`src/core/pbc_defs.svh`:
```
// offsets, field positions, reset values and timing counts for the
// basic phy control register; included by the core
`ifndef PBC_DEFS_SVH
`define PBC_DEFS_SVH

// register offset on the management register port
`define PBC_CTRL_ADDR 5'h00
// nominal reset value before straps are applied
`define PBC_CTRL_RESET 16'h1000
// bits that software may write; one-way enable and low bits stay zero
`define PBC_WR_MASK 16'hFFC0
// field positions
`define PBC_BIT_SOFT_RESET 15
`define PBC_BIT_LOOPBACK 14
`define PBC_BIT_SPEED_LSB 13
`define PBC_BIT_NEG_EN 12
`define PBC_BIT_POWER_DOWN 11
`define PBC_BIT_ISOLATE 10
`define PBC_BIT_NEG_RESTART 9
`define PBC_BIT_DUPLEX 8
`define PBC_BIT_COL_TEST 7
`define PBC_BIT_SPEED_MSB 6
`define PBC_BIT_ONE_WAY 5
// speed codes {msb, lsb}
`define PBC_SPEED_10 2'b00
`define PBC_SPEED_100 2'b01
// default length of the core reset pulse, in clock cycles
`define PBC_RESET_CYCLES 16

`endif

```
`src/core/pbc_pkg.sv`:
```
// types shared by the basic phy control register core
// assumes pbc_defs.svh is on the include path
package pbc_pkg;

  // control register image, bit 15 first
  typedef struct packed {
    logic soft_reset_trigger;
    logic loopback;
    logic speed_lsb;
    logic negotiation_enable;
    logic soft_power_down;
    logic isolate;
    logic negotiation_restart;
    logic full_half_select;
    logic collision_signal_test;
    logic speed_msb;
    logic one_way_enable;
    logic [4:0] unused;
  } pbc_ctrl_t;

  // management register request, one cycle per access
  typedef struct packed {
    logic wr;
    logic rd;
    logic [4:0] addr;
    logic [15:0] wdata;
  } pbc_req_t;

  // soft reset sequencer
  typedef enum logic [1:0] {
    PBC_IDLE = 2'b01,
    PBC_RUN = 2'b10
  } pbc_state_t;

endpackage

```
`src/core/pbc_core.sv`:
```
// basic phy control register with its control outputs to the phy core
// assumes requests come from logic on clk; straps and link state are
// asynchronous pins and are synchronised here
//
// Contract
// - soft reset pulses core reset, then self-clears
// - loopback bit drives loopback output, resets zero
// - speed code 01 is 100, 00 is 10
// - reset value loaded from strap pins
// - negotiation enable runs negotiation, defaults one; the core loads it from the negotiation strap
// - power-down bit powers down, strap default
// - strapped power-down keeps device inactive until cleared; tx_allow_r follows link and power_down_r stays low for one cycle after reset
// - isolate bit releases all mac side drivers
// - restart bit pulses restart, then self-clears; the core pulses it only while negotiation enable is set
// - collision test bit enables collision signal test
// - one-way enable reads zero, ignores writes
// - transmit allowed only with valid link
`timescale 1ns/10ps
`include "pbc_defs.svh"

module pbc_core
  import pbc_pkg::*;
#(
  parameter int RST_CYCLES = `PBC_RESET_CYCLES
) (
  input wire logic clk,
  input wire logic reset,
  input wire pbc_req_t req,
  output logic [15:0] rd_data_r,
  input wire logic strap_speed_100,
  input wire logic strap_neg_enable,
  input wire logic strap_power_down,
  input wire logic link_valid,
  output logic core_reset_r,
  output logic loopback_r,
  output logic speed_100_r,
  output logic neg_enable_r,
  output logic neg_restart_r,
  output logic power_down_r,
  output logic mac_oe_r,
  output logic full_duplex_r,
  output logic col_test_r,
  output logic tx_allow_r
);

  // ----------------------------------------------------------------
  // functions
  // ----------------------------------------------------------------

  // register image after reset, built from the straps
  function automatic pbc_ctrl_t strap_ctrl(input logic spd,
                                           input logic neg,
                                           input logic pd);
    pbc_ctrl_t c;
    c = pbc_ctrl_t'(`PBC_CTRL_RESET);
    c.speed_lsb = spd;
    c.negotiation_enable = neg;
    c.soft_power_down = pd;
    return c;
  endfunction

  // true only for the 100 Mbps code; reserved codes fall back to 10
  function automatic logic is_100(input logic msb, input logic lsb);
    return {msb, lsb} == `PBC_SPEED_100;
  endfunction

  // ----------------------------------------------------------------
  // synchronisers
  // ----------------------------------------------------------------

  logic [3:0] pin_s1; // first stage, read only by second stage
  logic [3:0] pin_s2; // {link, pd, neg, speed}

  // two flops per pin, no reset so straps settle during reset
  always_ff @(posedge clk) begin
    pin_s1 <= {link_valid, strap_power_down, strap_neg_enable,
               strap_speed_100};
    pin_s2 <= pin_s1;
  end

  // ----------------------------------------------------------------
  // state
  // ----------------------------------------------------------------

  pbc_ctrl_t ctrl_r; // the register image
  pbc_state_t st_r; // soft reset sequencer
  logic [15:0] cnt_r; // soft reset length counter
  logic load_r; // first cycle after reset release
  logic wr_hit; // write to the control register
  logic rst_done; // last cycle of the soft reset pulse
  pbc_ctrl_t strapped; // strap defaults

  assign wr_hit = req.wr && (req.addr == `PBC_CTRL_ADDR);
  assign rst_done = (st_r == PBC_RUN) &&
                    (cnt_r == 16'(RST_CYCLES - 1));
  assign strapped = strap_ctrl(pin_s2[0], pin_s2[1], pin_s2[2]);

  // strap load flag, high for one cycle after release
  always_ff @(posedge clk) begin
    if (reset) begin
      load_r <= 1'b1;
    end else begin
      load_r <= 1'b0;
    end
  end

  // soft reset sequencer and counter
  always_ff @(posedge clk) begin
    if (reset) begin
      st_r <= PBC_IDLE;
      cnt_r <= 16'h0000;
    end else begin
      unique case (st_r)
        PBC_IDLE: begin
          cnt_r <= 16'h0000;
          // start when the trigger bit is seen set
          if (ctrl_r.soft_reset_trigger && !load_r) begin
            st_r <= PBC_RUN;
          end
        end
        PBC_RUN: begin
          cnt_r <= cnt_r + 16'h0001;
          if (rst_done) begin
            st_r <= PBC_IDLE;
          end
        end
      endcase
    end
  end

  // register image: straps, soft reset, writes, self clearing
  always_ff @(posedge clk) begin
    if (reset) begin
      ctrl_r <= pbc_ctrl_t'(`PBC_CTRL_RESET);
    end else if (load_r) begin
      ctrl_r <= strapped;
    end else if (st_r == PBC_RUN) begin
      // writes ignored while the core is in reset
      if (rst_done) begin
        ctrl_r <= strapped;
      end
    end else if (wr_hit) begin
      // one-way enable and low bits masked off
      ctrl_r <= pbc_ctrl_t'(req.wdata & `PBC_WR_MASK);
    end else if (ctrl_r.negotiation_restart) begin
      ctrl_r.negotiation_restart <= 1'b0;
    end
  end

  // ----------------------------------------------------------------
  // register read port
  // ----------------------------------------------------------------

  // read data one cycle after the strobe, zero for other addresses
  always_ff @(posedge clk) begin
    if (reset) begin
      rd_data_r <= 16'h0000;
    end else if (req.rd) begin
      if (req.addr == `PBC_CTRL_ADDR) begin
        rd_data_r <= ctrl_r;
      end else begin
        rd_data_r <= 16'h0000;
      end
    end
  end

  // ----------------------------------------------------------------
  // control outputs
  // ----------------------------------------------------------------

  // mode outputs follow the register one cycle later
  always_ff @(posedge clk) begin
    if (reset) begin
      core_reset_r <= 1'b0;
      loopback_r <= 1'b0;
      speed_100_r <= 1'b0;
      neg_enable_r <= 1'b1;
      neg_restart_r <= 1'b0;
      power_down_r <= 1'b0;
      mac_oe_r <= 1'b0;
      full_duplex_r <= 1'b0;
      col_test_r <= 1'b0;
      tx_allow_r <= 1'b0;
    end else begin
      core_reset_r <= (st_r == PBC_RUN);
      loopback_r <= ctrl_r.loopback;
      speed_100_r <= is_100(ctrl_r.speed_msb, ctrl_r.speed_lsb);
      neg_enable_r <= ctrl_r.negotiation_enable;
      // restart pulse only when negotiation is running
      neg_restart_r <= ctrl_r.negotiation_restart &&
                       ctrl_r.negotiation_enable;
      power_down_r <= ctrl_r.soft_power_down;
      mac_oe_r <= !ctrl_r.isolate;
      // duplex output follows the select bit whether negotiation is on or off
      full_duplex_r <= ctrl_r.full_half_select;
      col_test_r <= ctrl_r.collision_signal_test;
      // no transmit without link, or when down, in reset or isolated
      tx_allow_r <= pin_s2[3] && !ctrl_r.soft_power_down &&
                    !ctrl_r.isolate && (st_r == PBC_IDLE);
    end
  end
endmodule

```
`config.mk`:
```
export PLATFORM = sky130hd
export DESIGN_NAME = pbc_core
export DESIGN_NICKNAME = d
export VERILOG_FILES = /design/src/core/pbc_pkg.sv /design/src/core/pbc_core.sv
export VERILOG_INCLUDE_DIRS = /design/src /design/src/core
export SDC_FILE = /design/constraint.sdc
export NUM_CORES = 1
export LEC_CHECK = 0
export ABC_AREA = 1
export BUFFER_PORTS_ARGS = -buffer_cell sky130_fd_sc_hd__buf_2
export CORE_MARGIN = 1
export CORE_UTILIZATION = 58
export CTS_BUF_LIST = sky130_fd_sc_hd__clkbuf_4 sky130_fd_sc_hd__clkbuf_8
export DETAILED_ROUTE_END_ITERATION = 10
export PLACE_DENSITY = 0.86
export SYNTH_ARGS = -nofsm -noshare
export SYNTH_HDL_FRONTEND = slang
export SYNTH_SLANG_ARGS = --single-unit
```
`constraint.sdc`:
```
create_clock -name clk -period 2.35 [get_ports clk]
set_input_delay 0 -clock clk [delete_from_list [all_inputs] [get_ports clk]]
set_output_delay 0 -clock clk [all_outputs]
set_load 0.02 [all_outputs]
```
==> results of run 1 <==
==> logic make-up (layout without fill, tap and decap cells) <==
logic type | Yosys count | after routing | share of synthesized area [%]
buffers and inverters | 41 | 99 | 8.238
xor gates and xnor gates | 2 | 2 | 0.8011
adders and majority gates | 1 | 1 | 0.5720
AOI/OAI and AO/OA | 41 | 41 | 9.497
DFF | 57 | 57 | 52.17
and+or+nand+nor | 134 | 134 | 28.55
other | 1 | 6 | 0.1715
==> layout by cell type, fill, tap and decap left out <==
| master | n |
|---|---|
| xnor2_1 | 2 |
| bufinv_16 | 1 |
| o21ai_0 | 20 |
| nand3_4 | 1 |
| nor2_1 | 34 |
| inv_1 | 27 |
| dfxtp_1 | 57 |
| or2_0 | 2 |
| ha_1 | 1 |
| nand3_1 | 13 |
| nand3_2 | 3 |
| clkinv_2 | 3 |
| buf_2 | 42 |
| dlygate4sd3_1 | 12 |
| nor3_2 | 1 |
| clkbuf_4 | 2 |
| nand2_2 | 3 |
| a21oi_1 | 20 |
| nor2_2 | 2 |
| conb_1 | 6 |
| a211oi_1 | 1 |
| nand4_1 | 7 |
| or2_2 | 1 |
| buf_4 | 1 |
| clkbuf_8 | 9 |
| inv_2 | 2 |
| nor3_1 | 5 |
| nand2_1 | 59 |
| nor2_4 | 3 |
==> cell usage after synthesis, drive strengths merged <==
cell type	number
nand2	62
dfxtp	57
nor2	39
inv	29
a21oi	20
o21ai	20
nand3	17
buf	9
nand4	7
nor3	6
clkbuf	3
or2	3
xnor2	2
a211oi	1
conb	1
ha	1
==> cell type report <==
cell class / count / area share [%]
Inverter: 29 / 4.011
Clock buffer: 11 / 5.118
Sequential cell: 57 / 42.05
Tap cell: 46 / 2.121
Multi-Input combinational cell: 184 / 32.60
Timing Repair Buffer: 55 / 12.45
Clock inverter: 4 / 1.660
==> power groups by stage <==
stage	Clock [W]	Combinational, W	Sequential, W
floorplan	0	0.0000624	0.00104
detailed placement	0	0.000110	0.00103
finish	0.000858	0.000129	0.00101
CTS	0.000866	0.000126	0.00101
global placement	0	0.000108	0.00103
global route	0.000920	0.000140	0.00101
==> path summary, 6_finish.rpt <==
check / slack (ns) / endpoint / start
worst min-delay path: 0.04 / ctrl_r[12]$_SDFFE_PP1P_ / req[12]
worst min register to register: 0.33 / pin_s2[3]$_DFF_P_ / pin_s1[3]$_DFF_P_
worst max register to register: 0.85 / ctrl_r[13]$_SDFFE_PP0P_ / cnt_r[0]$_SDFF_PP0_
worst max-delay path: 0.85 / ctrl_r[13]$_SDFFE_PP0P_ / cnt_r[0]$_SDFF_PP0_
==> layer usage <==
layer  GRT usage, %  routed length, um
met5              0                  0
met4          17.90                133
met3          5.797                304
met2          39.63               2101
met1          30.78               2028
==> flip-flops by register name (all words and copies together) (netlist names), 2 cells and up <==
signal     cells
cnt_r         16
ctrl_r        10
pin_s1         4
pin_s2         4
rd_data_r     10
st_r           2
==> worst register-to-register path, stage by stage (launching register included) <==
cell,delay [ns]
dfxtp_1,0.37
ha_1,0.22
nand3_2,0.16
nor2_2,0.20
nand3_4,0.14
nand3_2,0.13
nand2_1,0.07
inv_1,0.07
nor2_1,0.05
==> through the flow <==
stage / cell area [um2] / hold slack [ns] / utilization (%) / worst slack (ns)
final: 2714 / 0.03706 / 78.25 / 0.8515
after global routing: 2714 / 0.06759 / 78.25 / 0.7407
after CTS: 2714 / 0.02786 / 78.25 / 0.8836
after detailed placement: 2410 / 0.1039 / 69.48 / 0.8949
after global placement: 2410 / 0.1027 / 69.48 / 0.9356
after floorplan: 2206 / 0.02772 / - / 1.047
==> results_dict.tcl, run 1 <==
set metrics [dict create \
    status "finished clean" \
    layout-drive-gt1-share_pct 21.76 \
    multi_input_area_um2 884.6 \
    n_antenna_cell 0 \
    post-dp-hpwl_um 2902 \
    drc 0 \
    fillers 242 \
    switching_share_pct 22.32 \
    finalNonFillerCells 386 \
    clk_path_buf_depth 2 \
    crit_slowest_cell "dfxtp_1" \
    grtUsageTotal_pct 25.44 \
    die_h_um 63.41 \
    slew_viol_final 0 \
    critPathArrivalTime_ns 1.73 \
    cts_setup_buffers 0 \
    max_cap_viol_count 0 \
    static-leakage-power_nw 1.180 \
    power.total_w 0.001993 \
    clock_skew_ns 0.007955 \
    gp_congestion 0.8314 \
    hp-class "input pin to register" \
    slowest_delay_ns 0.37 \
    antenna_found_initial 0 \
    yosys.area.top_type "dfxtp_1" \
    seqPwrFrac_pct 50.5 \
    cpLargestDelayFamily "simple AND/OR/NAND/NOR gates" \
    tritoncts "built" \
    critPathCaptureType "register" \
    path_cells "ha_1 -> nand3_2 -> nor2_2 -> nand3_4 -> nand3_2 -> nand2_1 -> inv_1 -> nor2_1" \
    cp.depth 8 \
    cts_root_buf "clkbuf_8" \
    p_clk_share_pct 43.0 \
    post-synth-top-area-fraction_pct 52.17 \
    power_frac_comb_pct 6.5 \
    num-nets-final 366 \
    cts.repair.resized 0 \
    die_area_mm2 0.004020 \
    wl_per_cell_um 11.83 \
    clock-sinks 57 \
    p_sw_w 0.0004448 \
    dr.pass1.iters 4 \
    setup_violations 0 \
    ys_ff_latch 57 \
    grt_max_degree 21 \
    placed_cells 359 \
    detail-route-antenna-nets 0 \
    grt_pass1_wl_um 7810 \
    crit_type "register to register" \
    numCtsBuffers 9 \
    area_growth_pct 24.08 \
    htree_num_levels 3 \
    gr-total-overflow 0 \
    cp_common_cell "nand3_2" \
    fmax_ghz 0.6673 \
    grt_setup_unrepaired "false" \
    path_clk_slew_ns 0.07 \
    start_kind "register" \
    drt-initial-drc-count 164 \
    synthTopCellsByArea "dfxtp_1, nand2_1, nor2_1" \
    ioPinCount 55 \
    syn_inst 277 \
    syn_avg_cell_area_um2 7.896 \
    path_buf_inv 1 \
    internal-power_w 0.001548 \
    cp_max_fo 7 \
    powerDensity_mw_per_mm2 734.3 \
    grt_pass1_vias 1807 \
    hold_viol_final 0 \
    seq_area_mm2 0.001141 \
    hold_path_depth 5 \
    clk_latency_ns 0.33 \
    core-area_mm2 0.003468 \
    cts_hold_buf 12 \
    yosysSeqAreaShare_pct 52.17 \
    dieWidth_um 63.41 \
    period_share_pct 63.77 \
    min_period_ns 1.499 \
    core.rowCount 21 \
    vias 1943 \
    wl_um 4567 \
    viasPerCell 5.034 \
    yosys_warnings 0 \
    vdd_drop_max_uv 520.6 \
    fin_setup_tns_ns 0 \
    synth.distinct_cells 25 \
    initial_core_util_pct 63.06 \
    rr_worst_depth 8 \
    cp.required_ns 2.58 \
    syn-cell-area_mm2 0.002187 \
    io_buffer_count 42 \
]
Note: power is estimated with default switching activity, not from simulation.
==> run 2: changes to the inputs <==
ABC_AREA = 0   (was 1)
CORE_UTILIZATION = 54   (was 58)
PLACE_DENSITY = 0.81   (was 0.86)
clock period = 1.5 ns   (was 2.35 ns; I/O delays follow)
==> run 2 against run 1 <==
  * Clock skew down 0.0015 ns
  * Critical path type unchanged
  * First-iteration DRC count down 28%
  * Die area up 6.3%
  * Non-clock buffer count up 22
  * Global-route usage down 0.29 points
  * Via count down 5.4%
  * Register-to-register slack worse by 0.84 ns
==> results_dict.tcl, run 2 <==
set metrics [dict create \
    gp_congestion 0.8404 \
    initial_core_util_pct 57.95 \
    wl_um 4851 \
    syn-cell-area_mm2 0.002170 \
    final_common_cell "dfxtp_1" \
    syn_inst 226 \
    synth_top_family_by_area "simple AND/OR/NAND/NOR gates" \
    syn_avg_cell_area_um2 9.600 \
    post-dp-hpwl_um 3093 \
    drt-initial-drc-count 118 \
    start_kind "register" \
    grt_max_degree 26 \
    powerDensity_mw_per_mm2 1020 \
    period_share_pct 99.19 \
    largest_reg_flops 16 \
    top_regs "cnt_r (16), ctrl_r (10), rd_data_r (10)" \
    synth-compound-area-share_pct 11.13 \
    clock_skew_ns 0.006426 \
    hp-class "input pin to register" \
    vdd_drop_max_uv 936.4 \
    vias 1838 \
    numCtsBuffers 9 \
    static-leakage-power_nw 1.175 \
    core-area_mm2 0.003744 \
    async_flop_share_pct 0 \
    placed_cells 326 \
    regMostFlops "cnt_r" \
    grt_setup_unrepaired "true" \
    synth.area.mux_share_pct 1.845 \
    crit_type "register to register" \
    clock-sinks 57 \
    yosysSeqAreaShare_pct 52.60 \
    io_buffer_count 42 \
    die_h_um 65.39 \
    grtUsageTotal_pct 25.15 \
    ioPinCount 55 \
    layout-drive-gt1-share_pct 34.31 \
    min_period_ns 1.488 \
    wl_per_cell_um 13.70 \
    hold_viol_final 0 \
    htree_num_levels 3 \
    critPathCaptureType "register" \
    grt_pass1_wl_um 7797 \
    gr-total-overflow 0 \
    fin_util_pct 78.21 \
    dp_slack_ns -0.02651 \
    yosys.area.top_type "dfxtp_1" \
    max_cap_viol_count 0 \
    ys.flop_type "dfxtp_1" \
    die_area_mm2 0.004275 \
    setup_violations 0 \
    synthAdderAreaFrac_pct 0.5767 \
    synthSimpleGateAreaFrac_pct 25.09 \
    area_growth_pct 34.95 \
    synth.distinct_cells 40 \
    n_antenna_cell 0 \
    antenna_found_initial 0 \
    grt_pass1_vias 1802 \
    dieWidth_um 65.39 \
    synth-edff-count 0 \
    final_cell_mix "dfxtp_1, buf_2, buf_4, a21oi_1" \
    critPathArrivalTime_ns 1.71 \
    cp.required_ns 1.72 \
    synthXorXnorAreaFrac_pct 4.037 \
    power.total_w 0.002985 \
    detail-route-antenna-nets 0 \
    yosys_warnings 0 \
    clk_path_buf_depth 2 \
    tritoncts "built" \
    core.rowCount 22 \
    clk_latency_ns 0.34 \
    fin_ws_ns 0.01211 \
    cp_max_fo 3 \
    dr.pass1.iters 4 \
    yosysMostFrequentCell "dfxtp_1" \
    viasPerCell 5.192 \
    post-synth-top-area-fraction_pct 52.60 \
    slew_viol_final 0 \
    fin_setup_tns_ns 0 \
    finalNonFillerCells 354 \
    fmax_ghz 0.6721 \
    synthTopCellsByArea "dfxtp_1, a21oi_1, nand3_1" \
    drc 0 \
    ys_ff_latch 57 \
    cts_root_buf "clkbuf_8" \
    synth.top_cells.by_count "dfxtp_1, a21oi_1, nand3_1" \
    status "finished clean" \
    path_clk_slew_ns 0.07 \
    num-nets-final 332 \
]
[run 2: changes by cell type in the layout (fill, tap and decap cells not counted), moves of 4 or more]
cell	change
nand2b_1	+13
dfxtp_2	+6
xor2_1	+4
o211ai_1	+6
inv_1	-24
nand2_1	-46
buf_4	+22
nand4_1	-4
nor2b_1	+7
o21ai_0	-14
nor2_1	-18
xnor2_1	+4
dfxtp_1	-9
[run 2: power by group]
part           switching [W]  internal, W
logic              0.0000793    0.0000797
clock network       0.000596     0.000678
registers          0.0000132      0.00154
[run 2: stage by stage]
stage / cell area [um2] / hold slack, ns
floorplan: 2248 / 0.02772
global placement: 2595 / 0.1017
detailed placement: 2595 / 0.1053
CTS: 2899 / 0.01905
global route: 2928 / 0.04772
finish: 2928 / 0.02982
[run 2: layer usage]
layer  routed length, um  vias up  part of all wire, %  track usage (%)
met5                   0        -                    0                0
met4                 144        0                  3.0            13.04
met3                 250       14                  5.2            9.375
met2                2297       66                   47            41.49
met1                2158      836                   44            28.06
li1                    -      922                    -                -
[run 2: area by class of cell]
class                      instances  area [um2]
fill                             265       815.8
timing repair buffer              77       503.0
multi-input combinational        154        1013
inverter                           3       11.26
clock buffer                      11       151.4
tap                               48       60.06
sequential                        57        1160
clock inverter                     4       28.78
[run 2: critical path, cell delays in order, from the launching register on]
cell     delay (ns)
dfxtp_2        0.36
ha_4           0.15
and3_4         0.20
nand4_4        0.10
o211a_4        0.27
mux2_4         0.29
[run 2: path summary, 6_finish.rpt]
| kind | start | endpoint | slack [ns] | cells past startpoint |
|---|---|---|---|---|
| hold reg to reg | pin_s1[3]$_DFF_P_ | pin_s2[3]$_DFF_P_ | 0.33 | 0 |
| hold / removal | req[12] | ctrl_r[12]$_SDFFE_PP1P_ | 0.03 | 4 |
| setup / recovery | cnt_r[1]$_SDFF_PP0_ | ctrl_r[11]$_SDFFE_PP0P_ | 0.01 | 5 |
| setup reg to reg | cnt_r[1]$_SDFF_PP0_ | ctrl_r[11]$_SDFFE_PP0P_ | 0.01 | 5 |
[run 2: timing repair]
item | CTS | global route
setup buffers | 0 | 1
gates resized for setup | 3 | 7
pin swaps | 1 | 1
endpoints found under the hold margin | 12 | 0
hold buffers | 12 | 0
endpoints found under the setup margin | 3 | 6
[run 2: logic make-up after synthesis]
logic type / count (synthesis)
AND/OR/NAND/NOR: 94
flip-flops: 57
AO/OA/AOI/OAI: 40
buffers and inverters: 20
XOR/XNOR: 10
multiplexers: 3
adder cells (fa/ha/maj): 1
other: 1
